<file path="src/verilog/pmcc_pkg.sv">
package pmcc_pkg;
  localparam logic [3:0] PMCC_ADDR_PWR_CTRL = 4'h0;
  localparam logic [3:0] PMCC_ADDR_HF_OSC   = 4'h1;
  localparam logic [3:0] PMCC_ADDR_REG_CTRL = 4'h2;
  localparam logic [3:0] PMCC_ADDR_CLK_SEL  = 4'h3;
  localparam logic [3:0] PMCC_ADDR_CLK_GATE = 4'h4;
  localparam logic [3:0] PMCC_ADDR_STATUS   = 4'h5;
  localparam int PMCC_BIT_IDLE    = 0;
  localparam int PMCC_BIT_STOP    = 1;
  localparam int PMCC_BIT_SUSPEND = 0;
  localparam int PMCC_BIT_STOPCFG = 0;
  localparam int PMCC_BIT_REG5V   = 1;
  localparam int PMCC_SRC_LSB     = 0;
  localparam int PMCC_DIV_LSB     = 2;
  localparam int PMCC_PRE_LSB     = 4;
  localparam logic [1:0] PMCC_SRC_HF  = 2'h0;
  localparam logic [1:0] PMCC_SRC_LF  = 2'h1;
  localparam logic [1:0] PMCC_SRC_EXT = 2'h2;
  localparam logic [1:0] PMCC_DIV_RST = 2'h3;
  localparam logic [1:0] PMCC_PRE_RST = 2'h2;
  localparam logic [7:0] PMCC_GATE_RST = 8'h00;
  localparam int PMCC_HF_KHZ = 48000;
  localparam int PMCC_LF_KHZ = 80;
  typedef enum logic [2:0] {PM_NORMAL, PM_IDLE, PM_SUSPEND, PM_STOP, PM_SHUTDOWN} pmcc_mode_t;
endpackage

</file>
<file path="src/verilog/pmcc_div_if.sv">
`timescale 1ns/10ps
interface pmcc_div_if;
  logic       clk_en;
  logic [1:0] src;
  logic [1:0] pre;
  logic [1:0] div;
  logic       tick;
  modport ctrl (output clk_en, output src, output pre, output div, input tick);
  modport div_m (input clk_en, input src, input pre, input div, output tick);
endinterface

</file>
<file path="src/verilog/pmcc_clk_div.sv">
`timescale 1ns/10ps
module pmcc_clk_div
  import pmcc_pkg::*;
(
  input  wire logic sys_clk_i,
  input  wire logic nrst_i,
  input  wire logic ce_i,
  input  wire logic hf_tick_i,
  input  wire logic lf_tick_i,
  input  wire logic ext_tick_i,
  pmcc_div_if.div_m d
);
  logic [5:0] cnt_q;
  logic       src_tick;
  logic [6:0] lim;

  // Total division is the prescale power times the divider power, up to 64.
  function automatic logic [6:0] pow2(input logic [2:0] e);
    pow2 = 7'(1 << e);
  endfunction

  always_comb
  begin
    case (d.src)
      PMCC_SRC_HF:  src_tick = hf_tick_i;
      PMCC_SRC_LF:  src_tick = lf_tick_i;
      PMCC_SRC_EXT: src_tick = ext_tick_i;
      default:      src_tick = hf_tick_i;
    endcase
    lim = pow2({1'b0, d.pre} + {1'b0, d.div});
  end

  always_ff @(posedge sys_clk_i or negedge nrst_i)
  begin
    if (!nrst_i)
      cnt_q <= 6'h00;
    else if (ce_i && d.clk_en && src_tick)
    begin
      if ({1'b0, cnt_q} >= lim - 7'h01)
        cnt_q <= 6'h00;
      else
        cnt_q <= cnt_q + 6'h01;
    end
  end

  assign d.tick = ce_i && d.clk_en && src_tick && ({1'b0, cnt_q} >= lim - 7'h01);
endmodule

</file>
<file path="src/verilog/pmcc_top.sv">
// Behaviour
// - Idle halts core, peripherals run, interrupt wakes.
// - Suspend from HF source stops clocks, USB wakes.
// - Stop cuts power nets; any reset exits.
// - Shutdown needs config bit, then stop bit.
// - Shutdown exits only on pin or power-on reset.
// - Reset clock is HF divided 4 then 8.
// - Divider selects 1, 2, 4 or 8.
// - Source is HF, LF or external clock.
// - Unused digital peripherals get clocks gated.
//
// Local design decisions: the strobed register port and the address map.
`timescale 1ns/10ps
module pmcc_top
  import pmcc_pkg::*;
(
  input  wire logic       sys_clk_i,
  input  wire logic       nrst_i,
  input  wire logic       ce_i,
  input  wire logic [3:0] addr_i,
  input  wire logic [7:0] wdata_i,
  input  wire logic       wr_i,
  input  wire logic       rd_i,
  output logic      [7:0] rdata_o,
  input  wire logic       irq_any_i,
  input  wire logic       usb_activity_i,
  input  wire logic       reset_pin_n_i,
  input  wire logic       por_i,
  input  wire logic       other_reset_i,
  input  wire logic       hf_tick_i,
  input  wire logic       lf_tick_i,
  input  wire logic       ext_tick_i,
  input  wire logic [7:0] periph_busy_i,
  output logic            core_clk_en_o,
  output logic            periph_clk_en_o,
  output logic      [7:0] periph_gate_en_o,
  output logic            system_clock_tick_o,
  output logic            power_nets_on_o,
  output logic            pin_hold_o,
  output logic            reg5v_on_o,
  output logic      [2:0] mode_o
);
  pmcc_mode_t mode_q;
  logic       idle_q;
  logic       stop_q;
  logic       suspend_q;
  logic       stopcfg_q;
  logic       reg5v_q;
  logic [1:0] src_q;
  logic [1:0] div_q;
  logic [1:0] pre_q;
  logic [7:0] gate_q;
  logic [7:0] rdata_q;
  logic       wr_pc;
  logic       wr_hf;
  logic       any_reset;
  logic       deep_reset;
  pmcc_div_if dif ();

  assign wr_pc      = wr_i && addr_i == PMCC_ADDR_PWR_CTRL;
  assign wr_hf      = wr_i && addr_i == PMCC_ADDR_HF_OSC;
  assign any_reset  = !reset_pin_n_i || por_i || other_reset_i;
  assign deep_reset = !reset_pin_n_i || por_i;

  // Mode sequencing; low-power requests are taken only from normal mode.
  always_ff @(posedge sys_clk_i or negedge nrst_i)
  begin
    if (!nrst_i)
      mode_q <= PM_NORMAL;
    else if (ce_i)
    begin
      case (mode_q)
        PM_NORMAL:
        begin
          if (wr_pc && wdata_i[PMCC_BIT_STOP])
            mode_q <= stopcfg_q ? PM_SHUTDOWN : PM_STOP;
          else if (wr_pc && wdata_i[PMCC_BIT_IDLE])
            mode_q <= PM_IDLE;
          else if (wr_hf && wdata_i[PMCC_BIT_SUSPEND] && src_q == PMCC_SRC_HF)
            mode_q <= PM_SUSPEND;
        end
        PM_IDLE:
          if (irq_any_i)
            mode_q <= PM_NORMAL;
        PM_SUSPEND:
          if (usb_activity_i)
            mode_q <= PM_NORMAL;
        PM_STOP:
          if (any_reset)
            mode_q <= PM_NORMAL;
        PM_SHUTDOWN:
          if (deep_reset)
            mode_q <= PM_NORMAL;
        default:
          mode_q <= PM_NORMAL;
      endcase
    end
  end

  // Request bits reflect the pending mode and drop on wake.
  always_ff @(posedge sys_clk_i or negedge nrst_i)
  begin
    if (!nrst_i)
    begin
      idle_q    <= 1'b0;
      stop_q    <= 1'b0;
      suspend_q <= 1'b0;
    end
    else if (ce_i)
    begin
      if (mode_q == PM_NORMAL)
      begin
        if (wr_pc && wdata_i[PMCC_BIT_STOP])
          stop_q <= 1'b1;
        else if (wr_pc && wdata_i[PMCC_BIT_IDLE])
          idle_q <= 1'b1;
        else if (wr_hf && wdata_i[PMCC_BIT_SUSPEND] && src_q == PMCC_SRC_HF)
          suspend_q <= 1'b1;
      end
      else if ((mode_q == PM_IDLE && irq_any_i)
               || (mode_q == PM_SUSPEND && usb_activity_i)
               || (mode_q == PM_STOP && any_reset)
               || (mode_q == PM_SHUTDOWN && deep_reset))
      begin
        idle_q    <= 1'b0;
        stop_q    <= 1'b0;
        suspend_q <= 1'b0;
      end
    end
  end

  // Configuration registers; writes only land while the core runs.
  always_ff @(posedge sys_clk_i or negedge nrst_i)
  begin
    if (!nrst_i)
    begin
      stopcfg_q <= 1'b0;
      reg5v_q   <= 1'b1;
      src_q     <= PMCC_SRC_HF;
      div_q     <= PMCC_DIV_RST;
      pre_q     <= PMCC_PRE_RST;
      gate_q    <= PMCC_GATE_RST;
    end
    else if (ce_i && wr_i && mode_q == PM_NORMAL)
    begin
      case (addr_i)
        PMCC_ADDR_REG_CTRL:
        begin
          stopcfg_q <= wdata_i[PMCC_BIT_STOPCFG];
          reg5v_q   <= wdata_i[PMCC_BIT_REG5V];
        end
        PMCC_ADDR_CLK_SEL:
        begin
          if (wdata_i[PMCC_SRC_LSB +: 2] != 2'h3)
            src_q <= wdata_i[PMCC_SRC_LSB +: 2];
          div_q <= wdata_i[PMCC_DIV_LSB +: 2];
          pre_q <= wdata_i[PMCC_PRE_LSB +: 2];
        end
        PMCC_ADDR_CLK_GATE:
          gate_q <= wdata_i;
        default:
          gate_q <= gate_q;
      endcase
    end
  end

  // Read data stand for the cycle after the strobe only.
  always_ff @(posedge sys_clk_i or negedge nrst_i)
  begin
    if (!nrst_i)
      rdata_q <= 8'h00;
    else if (ce_i)
    begin
      if (rd_i)
      begin
        case (addr_i)
          PMCC_ADDR_PWR_CTRL: rdata_q <= {6'h00, stop_q, idle_q};
          PMCC_ADDR_HF_OSC:   rdata_q <= {7'h00, suspend_q};
          PMCC_ADDR_REG_CTRL: rdata_q <= {6'h00, reg5v_q, stopcfg_q};
          PMCC_ADDR_CLK_SEL:  rdata_q <= {2'h0, pre_q, div_q, src_q};
          PMCC_ADDR_CLK_GATE: rdata_q <= gate_q;
          PMCC_ADDR_STATUS:   rdata_q <= {5'h00, mode_q};
          default:            rdata_q <= 8'h00;
        endcase
      end
      else
        rdata_q <= 8'h00;
    end
  end

  assign rdata_o          = rdata_q;
  assign core_clk_en_o    = mode_q == PM_NORMAL;
  assign periph_clk_en_o  = mode_q == PM_NORMAL || mode_q == PM_IDLE;
  // A peripheral is clocked only while enabled, busy and its clocks are not halted.
  assign periph_gate_en_o = periph_clk_en_o ? (gate_q & periph_busy_i) : 8'h00;
  assign power_nets_on_o  = mode_q != PM_STOP && mode_q != PM_SHUTDOWN;
  assign pin_hold_o       = !power_nets_on_o;
  assign reg5v_on_o       = reg5v_q && (mode_q != PM_SHUTDOWN || reg5v_q);
  assign mode_o           = mode_q;

  assign dif.clk_en = periph_clk_en_o;
  assign dif.src    = src_q;
  assign dif.pre    = pre_q;
  assign dif.div    = div_q;
  assign system_clock_tick_o = dif.tick;

  pmcc_clk_div u_div (
    .sys_clk_i  (sys_clk_i),
    .nrst_i     (nrst_i),
    .ce_i       (ce_i),
    .hf_tick_i  (hf_tick_i),
    .lf_tick_i  (lf_tick_i),
    .ext_tick_i (ext_tick_i),
    .d          (dif)
  );
endmodule

</file>
<file path="config.mk">
export PLATFORM = sky130hd
export DESIGN_NAME = pmcc_top
export DESIGN_NICKNAME = d
export VERILOG_FILES = /design/src/verilog/pmcc_pkg.sv /design/src/verilog/pmcc_div_if.sv /design/src/verilog/pmcc_clk_div.sv /design/src/verilog/pmcc_top.sv
export SDC_FILE = /design/constraint.sdc
export NUM_CORES = 1
export LEC_CHECK = 0
export ABC_CLOCK_PERIOD_IN_PS = 3000
export BUFFER_PORTS_ARGS = -buffer_cell sky130_fd_sc_hd__buf_4
export CORE_AREA = 4 4 81 83
export DETAILED_ROUTE_END_ITERATION = 8
export DIE_AREA = 0 0 85 87
export GPL_ROUTABILITY_DRIVEN = 1
export PLACE_DENSITY = 0.61
export SYNTH_ARGS = -nofsm -noshare
export SYNTH_HDL_FRONTEND = slang
export SYNTH_SLANG_ARGS = --single-unit
</file>
<file path="constraint.sdc">
create_clock -name sys_clk_i -period 3 [get_ports sys_clk_i]
set_clock_uncertainty 0.15 [all_clocks]
set_input_delay 0.15 -clock sys_clk_i [delete_from_list [all_inputs] [get_ports sys_clk_i]]
set_output_delay 0.15 -clock sys_clk_i [all_outputs]
set_load 0.03 [all_outputs]
</file>
==> impl_metrics.xml <==
<?xml version="1.0" encoding="UTF-8"?>
<metrics>
  <group name="timing">
    <metric name="slew_viol_final" unit="">0</metric>
    <metric name="grt_setup_unrepaired" unit="">true</metric>
    <metric name="timing.final.hold_violations" unit="">0</metric>
    <metric name="clock.fmax" unit="GHz">0.2980</metric>
    <metric name="number_of_endpoints_failing_setup_at_the_final_stage" unit="">7</metric>
    <metric name="worst-slew-pin-transition" unit="ps">555.0</metric>
    <metric name="final_period_minus_worst_setup_slack" unit="ps">3356</metric>
    <metric name="fin_tns_setup" unit="ps">-1367</metric>
    <metric name="fin_crit_sh" unit="%">111.9</metric>
    <metric name="setup_slack" unit="ps">-356.2</metric>
    <metric name="timing.slew.headroom" unit="%">63.00</metric>
  </group>
  <group name="synthesis">
    <metric name="cells_taking_the_most_area_after_synthesis" unit="">sky130_fd_sc_hd__dfrtp_1 (35%), sky130_fd_sc_hd__mux2_2 (8.5%), sky130_fd_sc_hd__ha_1 (6.6%), sky130_fd_sc_hd__dfstp_2 (4.6%), sky130_fd_sc_hd__and3_1 (3.3%)</metric>
    <metric name="net_count_after_synthesis" unit="">277</metric>
    <metric name="synth-async-reset-ratio" unit="%">100.0</metric>
    <metric name="synth_seq_cells" unit="">36</metric>
    <metric name="post_synth.cell_area_avg" unit="um^2">9.788</metric>
    <metric name="ys_top_cells_by_count" unit="">sky130_fd_sc_hd__dfrtp_1 (32), sky130_fd_sc_hd__inv_1 (19), sky130_fd_sc_hd__mux2_2 (17)</metric>
    <metric name="yosys_warnings" unit="">0</metric>
    <metric name="synthMostInstantiatedCell" unit="">sky130_fd_sc_hd__dfrtp_1</metric>
    <metric name="post_synth_instance_area" unit="um^2">2261</metric>
    <metric name="ys.flop_type" unit="">sky130_fd_sc_hd__dfrtp_1</metric>
    <metric name="synthesis.instances" unit="">231</metric>
    <metric name="synth_edf_count" unit="">0</metric>
    <metric name="netlist.top_cell.by_area" unit="">sky130_fd_sc_hd__dfrtp_1</metric>
    <metric name="synth-seq-area-share" unit="%">40.07</metric>
    <metric name="synth.distinct_cells" unit="">49</metric>
    <metric name="yosys.area.top_type_share" unit="%">35.42</metric>
  </group>
  <group name="final_layout">
    <metric name="drive_gt1_share" unit="%">39.29</metric>
    <metric name="antenna_cells" unit="">0</metric>
    <metric name="areaGrowthSynthToFinish" unit="%">36.75</metric>
    <metric name="nets" unit="">353</metric>
    <metric name="fin_area" unit="um^2">3092</metric>
    <metric name="instances_no_fill" unit="">383</metric>
  </group>
  <group name="clock_tree">
    <metric name="clock_insertion_delay_worst_skew" unit="ps">290</metric>
    <metric name="clock_tree.root_cell" unit="">sky130_fd_sc_hd__clkbuf_8</metric>
    <metric name="maximum_level_of_the_cts_h_tree" unit="">2</metric>
    <metric name="cts-root-to-sink-buffers" unit="">2</metric>
    <metric name="tritoncts" unit="">yes</metric>
    <metric name="tritoncts_num_sinks" unit="">36</metric>
    <metric name="cts.clk_slew.worst_paths" unit="ps">80</metric>
    <metric name="tritoncts.num_buffers" unit="">5</metric>
  </group>
  <group name="drt">
    <metric name="detailedRoute.firstIterationViolations" unit="">70</metric>
    <metric name="routed_wire_length_per_instance" unit="um">14.60</metric>
    <metric name="drt-met1-wl" unit="mm">2.403</metric>
    <metric name="routed_via_density" unit="">5.125</metric>
    <metric name="highest_layer" unit="">met4</metric>
    <metric name="final_antenna_net_count" unit="">0</metric>
    <metric name="detail_route.drc_violations" unit="">0</metric>
    <metric name="drt_first_pass_iters" unit="">4</metric>
    <metric name="routed-wl-met2" unit="mm">2.751</metric>
    <metric name="detail_route_met3_wl" unit="um">392</metric>
    <metric name="vias" unit="">1963</metric>
    <metric name="detail_route.wirelength" unit="mm">5.590</metric>
  </group>
  <group name="floorplan">
    <metric name="start_util" unit="%">38.64</metric>
    <metric name="overall_die_area" unit="um^2">7395</metric>
    <metric name="rows" unit="">28</metric>
    <metric name="ios" unit="">58</metric>
    <metric name="dieWidth" unit="um">85</metric>
    <metric name="die_height" unit="um">87</metric>
    <metric name="core_area" unit="um^2">5851</metric>
  </group>
  <group name="setup_path">
    <metric name="critPathSlowestCell" unit="">sky130_fd_sc_hd__fa_2</metric>
    <metric name="critical_path_arrival" unit="ps">3060</metric>
    <metric name="critPathMostFrequentCell" unit="">sky130_fd_sc_hd__ha_4</metric>
    <metric name="worst-setup-path-type" unit="">reg2out</metric>
    <metric name="timing.critical_path.from_type" unit="">flop</metric>
    <metric name="path_cells" unit="">ha_4 &gt; inv_2 &gt; fa_2 &gt; nand3_2 &gt; ha_4 &gt; xnor2_1 &gt; ha_1 &gt; a21oi_1 &gt; o21ai_1 &gt; a221oi_2 &gt; nor3_4 &gt; buf_6</metric>
    <metric name="max_stage_delay" unit="ps">570</metric>
    <metric name="worstPathRequired" unit="ps">2700</metric>
    <metric name="crit_path_end_kind" unit="">output pin</metric>
    <metric name="crit_fanout" unit="">4</metric>
  </group>
  <group name="global_routing">
    <metric name="antenna_violations_before_repair" unit="">0</metric>
    <metric name="grt_pass1_wl" unit="mm">9.321</metric>
    <metric name="grtUsageTotal" unit="%">15.75</metric>
    <metric name="first_global_vias" unit="">1999</metric>
    <metric name="grt_start_max_net_pins" unit="">37</metric>
    <metric name="globalRoute.totalOverflow" unit="">0</metric>
  </group>
  <group name="power">
    <metric name="peakVddDrop" unit="mV">0.4831</metric>
    <metric name="static-leakage-power" unit="nW">1.439</metric>
    <metric name="pwr_density_cell" unit="nW/um^2">727.3</metric>
  </group>
  <group name="placement">
    <metric name="dpl_cell_area" unit="um^2">2858</metric>
    <metric name="dp_cells" unit="">365</metric>
    <metric name="post_detail_place_hpwl" unit="mm">4.212</metric>
    <metric name="numPortBuffers" unit="">57</metric>
    <metric name="detailedPlace.worstSlack" unit="ps">-189.2</metric>
    <metric name="place_congestion" unit="">0.7857</metric>
  </group>
  <group name="worst_hold_path">
    <metric name="hold_path_class" unit="">in2reg</metric>
  </group>
  <group name="run_status">
    <metric name="violations" unit="">negative setup slack</metric>
    <metric name="status" unit="">complete, but fails checks</metric>
  </group>
  <group name="run">
    <metric name="count_of_maximum_capacitance_violations" unit="">0</metric>
  </group>
</metrics>
metrics by stage:
step,util [%],power (mW),hold slack (ps)
after global placement,48.85,1.751,-10.13
after detailed placement,48.85,1.772,-7.246
final,52.84,2.249,7.671
after floorplan,-,1.405,-295.6
after global routing,52.84,2.409,17.99
after CTS,52.50,2.254,3.860
layout by cell type (no fill, tap or decap), types with 5 or more instances in the layout:
cell / Yosys / layout
sky130_fd_sc_hd__buf_4: 1 / 68
sky130_fd_sc_hd__dfrtp_1: 32 / 32
sky130_fd_sc_hd__inv_1: 19 / 18
sky130_fd_sc_hd__mux2_2: 17 / 17
sky130_fd_sc_hd__nand2_1: 16 / 16
sky130_fd_sc_hd__nor2_1: 15 / 14
sky130_fd_sc_hd__and3_1: 12 / 12
sky130_fd_sc_hd__ha_1: 12 / 10
sky130_fd_sc_hd__nand3_1: 10 / 8
sky130_fd_sc_hd__o22ai_1: 8 / 8
sky130_fd_sc_hd__a21oi_1: 7 / 7
sky130_fd_sc_hd__o21ai_0: 12 / 7
sky130_fd_sc_hd__dlygate4sd3_1: 0 / 7
sky130_fd_sc_hd__o21ai_1: 1 / 5
sky130_fd_sc_hd__clkbuf_8: 0 / 5
area by class of cell:
class                   count  area [um^2]
clock buffers               5        68.82
clock inverters             3        42.54
inverters                  19        71.32
fillers                   548         2759
repair buffers             77        603.1
well taps                  75        93.84
multi-input cells         168         1306
flip-flops and latches     36        905.9
layer usage:
metal	track usage [%]	vias to the layer above
li1	-	987
met1	18.91	922
met2	27.82	50
met4	5.324	0
met3	3.500	4
met5	0	-
where the power goes:
part           total (mW)  internal (mW)  switching [mW]  leakage (nW)
sequential          0.687          0.590          0.0977         0.469
clock               0.430          0.246           0.184        0.0541
combinational        1.13          0.554           0.577         0.916
total                2.25           1.39           0.859          1.44
sequential cells by signal (all words and copies together) (netlist names):
| name | count |
|---|---|
| gate_q | 8 |
| rdata_o | 8 |
| u_div.cnt_q | 6 |
| mode_o | 3 |
| dif.div | 2 |
| dif.pre | 2 |
| dif.src | 2 |
| idle_q | 1 |
| reg5v_q | 1 |
| stop_q | 1 |
| stopcfg_q | 1 |
| suspend_q | 1 |
timing repair:
action / 4_1_cts / 5_1_grt
hold buffers: 7 / 0
endpoints found under the setup margin: 7 / 7
resized for setup: 7 / 3
endpoints found under the hold margin: 42 / 0
pin swaps: 8 / 3
buffers inserted: 2 / 1
final timing paths:
check                      startpoint  cells after the start                  end  slack, ps
hold / removal             wdata_i[0]                      2            stopcfg_q          8
min in group asynchronous      nrst_i                      2            mode_o[2]        190
hold reg to reg                stop_q                      2               stop_q        360
max in group asynchronous      nrst_i                      2           dif.div[1]       2140
setup / recovery           dif.div[0]                     12  system_clock_tick_o       -360
setup reg to reg           dif.div[0]                     14       u_div.cnt_q[3]       -210
kinds of logic after synthesis:
family,after synthesis,share of synthesized area [%]
XOR/XNOR,2,0.7749
AO/OA/AOI/OAI,49,14.39
flip-flops,36,40.07
buffers and inverters,27,5.091
adder cells (fa/ha/maj),13,7.526
AND/OR/NAND/NOR,84,21.64
multiplexers,20,10.51
worst max-delay path: cells and delay by family, from the launching register on:
family	cells	cell delay (ps)
XOR/XNOR	1	120
flip-flops	1	550
adder cells (fa/ha/maj)	4	1190
AO/OA/AOI/OAI	3	560
AND/OR/NAND/NOR	2	190
buffers and inverters	2	180
Note: power is estimated with default switching activity, not from simulation.
